### config.mk
export PLATFORM = sky130hd
export DESIGN_NAME = dvr_reference_stepper
export DESIGN_NICKNAME = d
export VERILOG_FILES = /design/src/dvr_reference_stepper.v
export VERILOG_INCLUDE_DIRS = /design/src /design/src/shared
export SDC_FILE = /design/constraint.sdc
export NUM_CORES = 1
export LEC_CHECK = 0
export ABC_CLOCK_PERIOD_IN_PS = 5300
export BUFFER_PORTS_ARGS = -buffer_cell sky130_fd_sc_hd__buf_4
export CAP_MARGIN = 10
export CORE_MARGIN = 1
export CORE_UTILIZATION = 63
export CTS_BUF_LIST = sky130_fd_sc_hd__clkbuf_8
export CTS_CLUSTER_DIAMETER = 30
export CTS_CLUSTER_SIZE = 12
export DETAILED_ROUTE_END_ITERATION = 8
export PLACE_DENSITY = 0.95
export SLEW_MARGIN = 20
export SYNTH_ARGS = -nofsm -noshare
export SYNTH_HDL_FRONTEND = slang
export SYNTH_SLANG_ARGS = --single-unit
### constraint.sdc
create_clock -name ref_clk -period 5.3 [get_ports ref_clk]
set_clock_uncertainty 0.15 [all_clocks]
set_input_delay 0.795 -clock ref_clk [delete_from_list [all_inputs] [get_ports ref_clk]]
set_output_delay 0.795 -clock ref_clk [all_outputs]
set_load 0.02 [all_outputs]
### src/shared/dvr_consts.vh
// Constants for the dynamic code reference stepper.
`ifndef DVR_CONSTS_VH
`define DVR_CONSTS_VH
`define DVR_SAMPLES_PER_CYCLE 3'd6
`define DVR_MATCH_COUNT 2'd3
`define DVR_SHUTDOWN_DELAY 2'd2
`define DVR_MODE_SIX 2'd0
`define DVR_MODE_FIVE_A 2'd1
`define DVR_MODE_FIVE_B 2'd2
`define DVR_NOLOAD_SIX_A 6'h3f
`define DVR_NOLOAD_SIX_B 6'h3e
`define DVR_NOLOAD_FIVE 5'h1f
`define DVR_REF_WIDTH 6
`define DVR_REF_RESET 6'h00
`endif

### src/dvr_reference_stepper.v
// Reference stepper that follows processor voltage identification code changes.
`timescale 1ns/1ps
`include "dvr_consts.vh"
module dvr_reference_stepper (
   input  wire       ref_clk,
   input  wire       rst,
   input  wire [1:0] codeMode,
   input  wire [5:0] voltage_id_code,
   input  wire       sampleTick,
   input  wire       phaseStart,
   input  wire       phaseHalf,
   output reg  [5:0] referenceCode,
   output reg  [5:0] targetCode,
   output reg        slewing,
   output reg        noLoad,
   output reg        shutdownTrip,
   output reg        modulatorOff,
   output reg        softStartRequest
);

   // Slew states for the five-bit modes.
   localparam [1:0] SLEW_IDLE = 2'd0;
   localparam [1:0] SLEW_WAIT = 2'd1;
   localparam [1:0] SLEW_MOVE = 2'd2;

   // Registered state.
   reg  [5:0] lastSample;
   reg  [1:0] matchCount;
   reg  [1:0] delayCount;
   reg  [1:0] slewState;

   // Next values.
   reg  [5:0] next_lastSample;
   reg  [1:0] next_matchCount;
   reg        sixAccept;
   reg  [1:0] next_slewState;
   reg  [5:0] next_targetCode;
   reg  [5:0] next_referenceCode;
   reg        next_noLoad;
   reg  [1:0] next_delayCount;
   reg        next_shutdownTrip;
   reg        next_modulatorOff;
   reg        next_softStartRequest;

   wire       sixMode;
   wire [5:0] codeIn;
   wire       sixNoLoad;
   wire       fiveNoLoad;
   wire       isNoLoad;
   wire       codeNew;
   wire       atTarget;
   wire       stepUp;
   wire       shutdownDue;
   wire       next_slewing;

   // Six-bit mode reads all six inputs; five-bit modes ignore the top bit.
   assign sixMode      = (codeMode == `DVR_MODE_SIX);
   assign codeIn       = sixMode ? voltage_id_code : {1'b0, voltage_id_code[4:0]};
   assign sixNoLoad    = (voltage_id_code == `DVR_NOLOAD_SIX_A) ||
                         (voltage_id_code == `DVR_NOLOAD_SIX_B);
   assign fiveNoLoad   = (voltage_id_code[4:0] == `DVR_NOLOAD_FIVE);
   assign isNoLoad     = sixMode ? sixNoLoad : fiveNoLoad;
   // No-load codes never become a reference target.
   assign codeNew      = (codeIn != targetCode) && !isNoLoad;
   assign atTarget     = (referenceCode == targetCode);
   assign stepUp       = (referenceCode < targetCode);
   assign shutdownDue  = noLoad && phaseStart && (delayCount >= `DVR_SHUTDOWN_DELAY - 2'd1);
   assign next_slewing = (next_slewState == SLEW_MOVE);

   // Counts identical samples of the six-bit code.
   always @* begin
      next_lastSample = lastSample;
      next_matchCount = matchCount;
      sixAccept       = 1'b0;
      if (sixMode && sampleTick) begin
         next_lastSample = codeIn;
         if (codeIn != lastSample) begin
            next_matchCount = 2'd1;
         end else if (matchCount != `DVR_MATCH_COUNT) begin
            next_matchCount = matchCount + 2'd1;
            if (matchCount == `DVR_MATCH_COUNT - 2'd1) begin
               sixAccept = 1'b1;
            end
         end
      end
   end

   // Chooses the target and moves the reference.
   always @* begin
      next_slewState     = slewState;
      next_targetCode    = targetCode;
      next_referenceCode = referenceCode;
      if (sixMode) begin
         next_slewState = SLEW_IDLE;
         if (sixAccept && codeNew) begin
            next_targetCode    = codeIn;
            next_referenceCode = codeIn;
         end
      end else if (phaseStart && codeNew) begin
         next_targetCode = codeIn;
         next_slewState  = SLEW_WAIT;
      end else begin
         case (slewState)
            SLEW_IDLE: begin
               next_slewState = SLEW_IDLE;
            end
            SLEW_WAIT: begin
               if (phaseHalf) begin
                  next_slewState = SLEW_MOVE;
               end
            end
            SLEW_MOVE: begin
               if (phaseHalf) begin
                  if (atTarget) begin
                     next_slewState = SLEW_IDLE;
                  end else if (stepUp) begin
                     next_referenceCode = referenceCode + 6'h01;
                  end else begin
                     next_referenceCode = referenceCode - 6'h01;
                  end
               end
            end
            default: begin
               next_slewState = SLEW_IDLE;
            end
         endcase
      end
   end

   // Tracks no-load codes, the shutdown delay and the restart pulse.
   always @* begin
      next_noLoad           = noLoad;
      next_delayCount       = delayCount;
      next_shutdownTrip     = shutdownTrip;
      next_modulatorOff     = modulatorOff;
      next_softStartRequest = 1'b0;
      if (isNoLoad) begin
         next_noLoad = 1'b1;
         if (!noLoad) begin
            next_delayCount = 2'd0;
         end else if (phaseStart && delayCount != `DVR_SHUTDOWN_DELAY) begin
            next_delayCount = delayCount + 2'd1;
         end
         if (shutdownDue) begin
            next_shutdownTrip = 1'b1;
            next_modulatorOff = 1'b1;
         end
      end else if (noLoad) begin
         next_noLoad           = 1'b0;
         next_shutdownTrip     = 1'b0;
         next_modulatorOff     = 1'b0;
         next_softStartRequest = 1'b1;
      end
   end

   // Sample history registers.
   always @(posedge ref_clk) begin
      if (rst) begin
         lastSample <= `DVR_REF_RESET;
         matchCount <= 2'd0;
      end else begin
         lastSample <= next_lastSample;
         matchCount <= next_matchCount;
      end
   end

   // Slew state registers.
   always @(posedge ref_clk) begin
      if (rst) begin
         slewState <= SLEW_IDLE;
         slewing   <= 1'b0;
      end else begin
         slewState <= next_slewState;
         slewing   <= next_slewing;
      end
   end

   // Target and reference registers.
   always @(posedge ref_clk) begin
      if (rst) begin
         targetCode    <= `DVR_REF_RESET;
         referenceCode <= `DVR_REF_RESET;
      end else begin
         targetCode    <= next_targetCode;
         referenceCode <= next_referenceCode;
      end
   end

   // No-load flag and delay counter.
   always @(posedge ref_clk) begin
      if (rst) begin
         noLoad     <= 1'b0;
         delayCount <= 2'd0;
      end else begin
         noLoad     <= next_noLoad;
         delayCount <= next_delayCount;
      end
   end

   // Shutdown and restart outputs.
   always @(posedge ref_clk) begin
      if (rst) begin
         shutdownTrip     <= 1'b0;
         modulatorOff     <= 1'b0;
         softStartRequest <= 1'b0;
      end else begin
         shutdownTrip     <= next_shutdownTrip;
         modulatorOff     <= next_modulatorOff;
         softStartRequest <= next_softStartRequest;
      end
   end

endmodule // dvr_reference_stepper

# ---- Word level (Yosys, flattened, before mapping)
# Index checks and enable logic that the tools add are counted.
dict set report classes {
  addsub 4
  magnitude_cmp 2
  n_eq_ne 17
  mux 30
  reduce_logical 21
}
# operator n
set ops {}
lappend ops {{6-bit two-way mux} 10}
lappend ops {{2-bit two-way mux} 9}
lappend ops {{6-bit equality test (second input constant)} 2}
lappend ops {{6-bit != test} 2}
lappend ops {{1-bit two-way mux} 10}
lappend ops {{2-bit nonzero test} 5}
lappend ops {{2-bit != test (second input constant)} 4}
lappend ops {{2-bit AND reduction} 4}
lappend ops {{1-bit logical AND} 7}
lappend ops {{6-bit by 1-bit adder with 6-bit output (second input constant)} 1}
lappend ops {{2-bit equality test (second input constant)} 3}
lappend ops {{6-bit equality test} 1}
lappend ops {{6-bit < comparator} 1}
lappend ops {{2-bit by 1-bit != test with 1-bit output (second input constant)} 3}
lappend ops {{6-bit by 1-bit subtractor with 6-bit output (second input constant)} 1}
lappend ops {{5-bit equality test (second input constant)} 1}
lappend ops {{5-bit AND reduction} 1}
lappend ops {{2-bit by 1-bit adder with 2-bit output (second input constant)} 2}
lappend ops {{2-bit case mux with 2 select lines} 1}
lappend ops {{2-bit by 1-bit equality test with 1-bit output (second input constant)} 1}
lappend ops {{2-bit by 1-bit >= comparator with 1-bit output (second input constant)} 1}
lappend ops {{2-bit logical NOT} 1}
lappend ops {{2-bit OR reduction} 1}
lappend ops {{1-bit logical NOT} 1}
lappend ops {{1-bit logical OR} 1}
dict set report totals {
  regBits 28
  input_bits 13
  out_inout_bits 17
}

# ---- Depth between registers and ports, before layout
# Gate-level depths: netlist of the first run.
dict set report logic_depth {
  word_depth 9
  depth_mapped 13
  ltp_nobuf 13
}

# ---- Least setup slack after synthesis of the first run
# OpenSTA, ideal clock, no wires.
dict set report synth_timing {
  path_type {register to register}
  startpoint {register referenceCode[1]}
  endpoint {register referenceCode[5]}
  setup_ns 0.078
  t_arrival_ns 3.201
  required_time_ns 5.072
  setup_slack_ns 1.871
  path_stages_with_launch 13
  n_path_buf 0
  cell_sequence {dfxtp_1 ha_1 nor2b_1 o21a_1 o2111ai_1 nand2_1 ha_1 a211o_1 and4_1 a2111oi_0 a21oi_1 o311a_1 nor3_1}
}
dict set report synth_via {
  elab_chain_len 7
}
# element line_no
set synth_lines {}
lappend synth_lines {{start, declared} dvr_reference_stepper.v:12} ;# output reg [5:0] referenceCode,
lappend synth_lines {{start signal, assigned} dvr_reference_stepper.v:182} ;# referenceCode <= `DVR_REF_RESET;
lappend synth_lines {{start signal, assigned} dvr_reference_stepper.v:185} ;# referenceCode <= next_referenceCode;
lappend synth_lines {{6-bit by 1-bit subtractor with 6-bit output (tied with other cells)} dvr_reference_stepper.v:119} ;# next_referenceCode = referenceCode - 6'h01;
lappend synth_lines {{6-bit two-way mux} dvr_reference_stepper.v:116} ;# end else if (stepUp) begin
lappend synth_lines {{6-bit two-way mux} dvr_reference_stepper.v:114} ;# if (atTarget) begin
lappend synth_lines {{6-bit two-way mux} dvr_reference_stepper.v:113} ;# if (phaseHalf) begin
lappend synth_lines {{6-bit two-way mux} dvr_reference_stepper.v:103} ;# case (slewState)
lappend synth_lines {{6-bit two-way mux} dvr_reference_stepper.v:99} ;# end else if (phaseStart && codeNew) begin
lappend synth_lines {{6-bit two-way mux} dvr_reference_stepper.v:93} ;# if (sixMode) begin
# Several ways; a longest one is shown, not always the timed one. The select of a mux whose other input is x is not followed.
# A chain may end at the register's enable or synchronous reset.

# ---- Worst setup path in the final report of the first run
dict set report layout_timing {
  startpoint {register targetCode[1]}
  endpoint {register referenceCode[5]}
}
dict set report layout_via {
  elab_chain_len 7
}
# element line_no
set layout_lines {}
lappend layout_lines {{start, declared} dvr_reference_stepper.v:13} ;# output reg [5:0] targetCode,
lappend layout_lines {{start signal, assigned} dvr_reference_stepper.v:181} ;# targetCode <= `DVR_REF_RESET;
lappend layout_lines {{start signal, assigned} dvr_reference_stepper.v:184} ;# targetCode <= next_targetCode;
lappend layout_lines {{6-bit < comparator} dvr_reference_stepper.v:66} ;# assign stepUp = (referenceCode < targetCode);
lappend layout_lines {{6-bit two-way mux} dvr_reference_stepper.v:116}
lappend layout_lines {{6-bit two-way mux} dvr_reference_stepper.v:114}
lappend layout_lines {{6-bit two-way mux} dvr_reference_stepper.v:113}
lappend layout_lines {{6-bit two-way mux} dvr_reference_stepper.v:103}
lappend layout_lines {{6-bit two-way mux} dvr_reference_stepper.v:99}
lappend layout_lines {{6-bit two-way mux} dvr_reference_stepper.v:93}
# Several ways; a longest one is shown, not always the timed one. The select of a mux whose other input is x is not followed.

==> flow_metrics.tcl, run 1 <==
set metrics [dict create \
    ant_nets 0 \
    dpl.hpwl_mm 2.88 \
    wl_per_cell_um 14.8 \
    rrSetupSlack_ns 1.58 \
    n_antenna_cell 0 \
    hold_end "lastSample[1]" \
    worstMarginPinSlew_ns 0.930 \
    ys_seq_elements 28 \
    powerDensity_nw_per_um2 212 \
    synth_top_family_by_area "compound AO/OA/AOI/OAI gates" \
    synth-compound-area-share_pct 21.0 \
    yosys.area_share.simple_pct 19.9 \
    ir_worst_vdd_uv 263 \
    r2r_cells 13 \
    rsz0062_at_grt "false" \
    max-cap-violations 0 \
    cts_buffers 3 \
    cts_resized 0 \
    layout.nets 265 \
    postCtsHoldBufs 0 \
    grt_max_degree 28 \
    finalSetupTns_ns 0 \
    place.gp.congestion 0.864 \
    max_freq_mhz 269 \
    drive_above_1_share_pct 19.7 \
    synth_edf_count 0 \
    avgSynthCellArea_sq_um 8.55 \
    outcome "finished, final reports clean" \
    grt_usage_pct 27.5 \
    whs_ns 0.325 \
    ys_types 47 \
    fin_ws_ns 1.58 \
    synth_fa_ha_area_share_pct 12.1 \
    finalMaxSlewViolations 0 \
    worstSetupStartpointType "register" \
    synth-warning-count 0 \
    multi_input_area_sq_um 1140 \
    period_share_pct 70.2 \
    grt_pass1_wl_mm 6.88 \
    vias_per_cell 6.05 \
    cp-end-kind "register" \
    fillCellCount 204 \
    p_leak_nw 0.871 \
    fin_area_sq_um 2070 \
    coreArea_sq_um 2760 \
    synth_area_sq_um 1820 \
    dieArea_sq_um 3110 \
    htreeDepth 1 \
    hp-start "lastSample[1]" \
    rows 19 \
    clkTransAtPathRegs_ns 0.09 \
    cp.required_ns 5.36 \
    fin_util_pct 75.0 \
    clock_path_buffers 2 \
    ys.flop_type "dfxtp_1" \
    portBuffers 29 \
    grt_overflow 0 \
    area_growth_pct 13.6 \
    muxShareOfSynthArea_pct 3.85 \
    die_h_um 55.8 \
    ioPinCount 30 \
    antenna_found_initial 0 \
    critPathKind "reg -> reg" \
    pre_cts_ws_ns 1.66 \
    async_flop_share_pct 0 \
    r2r_start "targetCode[1]" \
    grt_pass1_vias 1538 \
    start_util_pct 66.1 \
    cts.sinks 28 \
    crit_fanout 5 \
    r2r_end "referenceCode[5]" \
    seq_area_sq_um 561 \
    whs_path_depth 2 \
    clock_latency_ns 0.28 \
    cts_tree "built" \
    dpl_cell_area_sq_um 2010 \
    first_pass_iters 5 \
    synth_xor_area_share_pct 5.77 \
    wl_mm 3.91 \
    die_width_um 55.8 \
    finalCriticalPeriod_ns 3.72 \
    finalSetupViolations 0 \
    worstPathArrival_ns 3.78 \
    route.detailed.drc 0 \
    seq_area_frac_synth_pct 30.8 \
    netlist_instances 213 \
    min_path_type "reg -> reg" \
    first_iter_violations 47 \
    maxSlewHeadroom_pct 37.8 \
    cts_setup_buffers 0 \
    vias 1603 \
    cts_root_buf "clkbuf_8" \
    finalHoldViolCount 0 \
    synth_nets 243 \
]
==> area by class of cell <==
class                      instances  area share [%]
sequential                        28            27.1
inverter                          15            2.72
tap                               31            1.87
multi-input combinational        158            55.1
clock buffer                       4            2.66
timing repair buffer              29            10.5
==> routing by layer <==
layer | global-route usage (%) | part of all wire (%) | routed length [um]
met1 | 35.0 | 45 | 1780
met2 | 46.5 | 48 | 1890
met3 | 5.58 | 5.1 | 198
met4 | 9.29 | 1.2 | 46
met5 | 0 | 0 | 0
==> report_power, final <==
part	switching (mW)	internal, mW
clock network	0.0661	0.0666
registers	0.00500	0.215
logic	0.0507	0.0355
total	0.122	0.317
==> cell families (layout without fill, tap and decap cells) <==
logic type	after synthesis	count (layout)
and+or+nand+nor	72	72
AOI/OAI and AO/OA	50	50
DFF	28	28
buffers and inverters	27	48
adders and majority gates	17	17
xor gates and xnor gates	12	12
muxes	7	7
==> sequential cells by signal (all words and copies together), names as in the netlist <==
register and count:
modulatorOff 1, lastSample 6, softStartRequest 1, delayCount 2, slewing 1, targetCode 6
referenceCode 6, slewState 2, matchCount 2, noLoad 1
==> cells in the mapped netlist (all sizes together), types with 3 or more instances <==
cell / n / area [sq um]
dfxtp: 28 / 561
buf: 3 / 30.0
a21oi: 21 / 120
nand3: 3 / 15.0
inv: 15 / 56.3
clkbuf: 9 / 33.8
a21o: 3 / 22.5
nand4: 5 / 46.3
o21ai: 4 / 20.0
nor2: 22 / 90.1
ha: 16 / 200
a311oi: 5 / 62.6
xnor2: 5 / 43.8
mux2i: 7 / 70.1
nor3: 4 / 20.0
nand2: 23 / 86.3
xor2: 7 / 61.3
==> cell usage in the layout (no fill, tap or decap), types with 2 or more instances in the layout <==
cell        n
nor2_1     19
nor3_1      4
dfxtp_1    28
clkbuf_8    4
xor2_1      7
nor2b_1     2
inv_1      15
nand3b_1    2
a311oi_1    2
a31oi_1     2
a21oi_1    19
ha_1       16
a21o_1      3
nor4_1      2
a2111oi_0   2
o31ai_1     2
a311oi_2    3
and2_1      2
mux2i_1     7
xnor2_1     5
buf_4      29
nand2_1    23
and4_1      2
o21ai_0     4
nand4_1     4
o21a_1      2
nand3_1     3
nor2_2      3
==> critical path: stages, from the launching register on <==
cell and delay, ns:
dfxtp_1 0.41, inv_1 0.06, ha_1 0.28, nor2b_1 0.13
o21a_1 0.16, o2111ai_1 0.26, nand2_1 0.22, ha_1 0.34
a211o_1 0.33, and4_1 0.20, a2111oi_0 0.52, a21oi_1 0.08
o311a_1 0.35, nor3_1 0.15
==> worst max-delay path by stage <==
stage,endpoint,from,slack [ns]
after floorplan,referenceCode[5],referenceCode[1],1.87
after global placement,referenceCode[5],referenceCode[1],1.84
after detailed placement,referenceCode[5],referenceCode[1],1.66
after CTS,referenceCode[5],referenceCode[1],1.63
after global routing,referenceCode[5],referenceCode[1],1.27
final,referenceCode[5],targetCode[1],1.58
==> stage by stage <==
step	std cells	total power, mW
floorplan	213	0.286
global placement	261	0.307
detailed placement	261	0.309
CTS	265	0.442
global route	265	0.460
finish	265	0.439
Note: power is estimated with default switching activity, not from simulation.
==> run 2: changes to the inputs <==
--- a/config.mk
+++ b/config.mk
@@ -6,16 +6,16 @@
 export SDC_FILE = /design/constraint.sdc
 export NUM_CORES = 1
 export LEC_CHECK = 0
-export ABC_CLOCK_PERIOD_IN_PS = 5300
+export ABC_CLOCK_PERIOD_IN_PS = 3000
 export BUFFER_PORTS_ARGS = -buffer_cell sky130_fd_sc_hd__buf_4
 export CAP_MARGIN = 10
 export CORE_MARGIN = 1
-export CORE_UTILIZATION = 63
+export CORE_UTILIZATION = 53
 export CTS_BUF_LIST = sky130_fd_sc_hd__clkbuf_8
 export CTS_CLUSTER_DIAMETER = 30
 export CTS_CLUSTER_SIZE = 12
 export DETAILED_ROUTE_END_ITERATION = 8
-export PLACE_DENSITY = 0.95
+export PLACE_DENSITY = 0.88
 export SLEW_MARGIN = 20
 export SYNTH_ARGS = -nofsm -noshare
 export SYNTH_HDL_FRONTEND = slang
==> constraint.sdc (replaced) <==
create_clock -name ref_clk -period 3 [get_ports ref_clk]
set_clock_uncertainty 0.15 [all_clocks]
set_input_delay 0.45 -clock ref_clk [delete_from_list [all_inputs] [get_ports ref_clk]]
set_output_delay 0.45 -clock ref_clk [all_outputs]
set_load 0.02 [all_outputs]
==> run 2 against run 1 <==
Effect of this change:
- the run now ends with setup timing left
- die area up 18%
- design area is 15% higher
- sequential power is 75% higher
- critical endpoint unchanged
==> flow_metrics.tcl, run 2 (synthesized netlist as in run 1, its figures left out) <==
set metrics [dict create \
    max_freq_mhz 317 \
    n_antenna_cell 0 \
    reg.largest.list "lastSample: 6 flops, referenceCode: 6 flops, targetCode: 6 flops" \
    wl_per_cell_um 16.1 \
    clock_latency_ns 0.29 \
    cts_root_buf "clkbuf_8" \
    min_path_type "in -> reg" \
    rows 20 \
    htreeDepth 1 \
    cp_num_buf_inv 1 \
    first_pass_iters 4 \
    r2r_cells 13 \
    grt_pass1_vias 1711 \
    wl_mm 4.81 \
    grt_overflow 0 \
    r2r_start "targetCode[1]" \
    ir_worst_vdd_uv 264 \
    violations "setup timing" \
    path_depth 13 \
    fin_ws_ns -0.150 \
    portBuffers 29 \
    rsz0062_at_grt "true" \
    cts_buffers 3 \
    worstMarginPinSlew_ns 0.645 \
    worstSetupStartpointType "register" \
    worstPathArrival_ns 3.22 \
    max-cap-violations 0 \
    cpPeakStageDelay_ns 0.38 \
    postCtsHoldBufs 0 \
    whs_ns 0.269 \
    final_cells 298 \
    layout_commonest_cell "buf_4" \
    dieArea_sq_um 3680 \
    vias 1737 \
    route.detailed.drc 0 \
    r2r_end "referenceCode[5]" \
    ioPinCount 30 \
    fin_util_pct 75.6 \
    first_iter_violations 99 \
    p_leak_nw 1.00 \
    cts.sinks 28 \
    antenna_found_initial 0 \
    place.gp.congestion 0.820 \
    final_cell_mix "buf_4, dfxtp_1, nand2_1" \
    finalMaxSlewViolations 0 \
    clkTransAtPathRegs_ns 0.10 \
    finalSetupTns_ns -0.150 \
    finalHoldViolCount 0 \
    layout.nets 285 \
    start_util_pct 57.8 \
    critPathKind "reg -> reg" \
    crit_end "referenceCode[5]" \
    cp-end-kind "register" \
    cts_tree "built" \
    crit_family "compound AO/OA/AOI/OAI gates" \
    dpl.hpwl_mm 3.39 \
    cp.required_ns 3.07 \
    rrSetupSlack_ns -0.15 \
    die_h_um 60.6 \
    outcome "finished, violations left" \
    dp_cells 293 \
    grt_pass1_wl_mm 7.70 \
    drive_above_1_share_pct 33.9 \
    finalCriticalPeriod_ns 3.15 \
    maxSlewHeadroom_pct 56.7 \
    ant_nets 0 \
    clock_path_buffers 2 \
    grt_usage_pct 28.4 \
    vias_per_cell 5.83 \
    die_width_um 60.6 \
    period_share_pct 105 \
    grt_max_degree 28 \
    crit_fanout 4 \
    startpoint "targetCode[1]" \
    finalSetupViolations 1 \
    area_growth_pct 30.8 \
    critPathSlowestCell "a2111oi_4" \
    worstPathCellList "inv_2 -> ha_4 -> nor2b_4 -> o21a_1 -> o2111ai_2 -> nand2_2 -> ha_4 -> a211o_4 -> a2111oi_4 -> a2111oi_4 -> and3_1 -> o311a_1 -> nor3_2" \
    powerDensity_nw_per_um2 374 \
    coreArea_sq_um 3150 \
]
-- run 2: cell count changes in the layout (fill, tap and decap cells not counted), sizes merged --
| cell | change |
|---|---|
| clkbuf | -1 |
| bufinv | +1 |
| buf | +20 |
-- run 2: worst min path at each step --
stage                        from       endpoint  cells after the start
6_report       voltage_id_code[5]  lastSample[5]                      3
5_1_grt        voltage_id_code[5]  lastSample[5]                      3
4_1_cts        voltage_id_code[5]  lastSample[5]                      3
3_5_place_dp        lastSample[3]  lastSample[3]                      2
3_3_place_gp        lastSample[2]  lastSample[2]                      2
2_1_floorplan       lastSample[2]  lastSample[2]                      2
-- run 2: timing repair --
action / in CTS / in global routing
endpoints found under the setup margin: 1 / 2
gates resized for setup: 6 / 2
endpoints found under the hold margin: 0 / 0
pin swaps: 7 / 1
buffers inserted: 1 / 0
-- run 2: metrics by stage --
step | cell area, sq um | setup WS [ns] | power (mW)
floorplan | 1900 | -0.0541 | 0.515
global placement | 2260 | -0.0143 | 0.572
detailed placement | 2260 | -0.168 | 0.579
CTS | 2370 | -0.129 | 0.885
global route | 2380 | -0.262 | 0.925
finish | 2380 | -0.150 | 0.892
-- run 2: worst reg2reg max path, delay by kind of cell, from the launching register on --
family,cells,cell delay (ns)
AOI/OAI and AO/OA,6,1.54
DFF,1,0.36
and+or+nand+nor,4,0.54
adders and majority gates,2,0.44
buffers and inverters,1,0.06
-- run 2: area by class of cell --
type | count | area [sq um]
fill | 230 | 771
tap | 44 | 55.1
timing repair buffer | 49 | 368
multi-input combinational | 158 | 1260
clock inverter | 1 | 30.0
clock buffer | 3 | 41.3
sequential | 28 | 572
inverter | 15 | 56.3
-- run 2: power by group --
| group | switching [mW] | internal (mW) | leakage, nW |
|---|---|---|---|
| clock | 0.128 | 0.179 | 0.0357 |
| sequential | 0.00602 | 0.379 | 0.230 |
| combinational | 0.109 | 0.0895 | 0.738 |
-- run 2: metal layers --
layer / track usage (%) / wire (um)
met2: 46.2 / 2290
met5: 0 / 0
met4: 14.3 / 144
met1: 37.0 / 2250
met3: 3.84 / 134
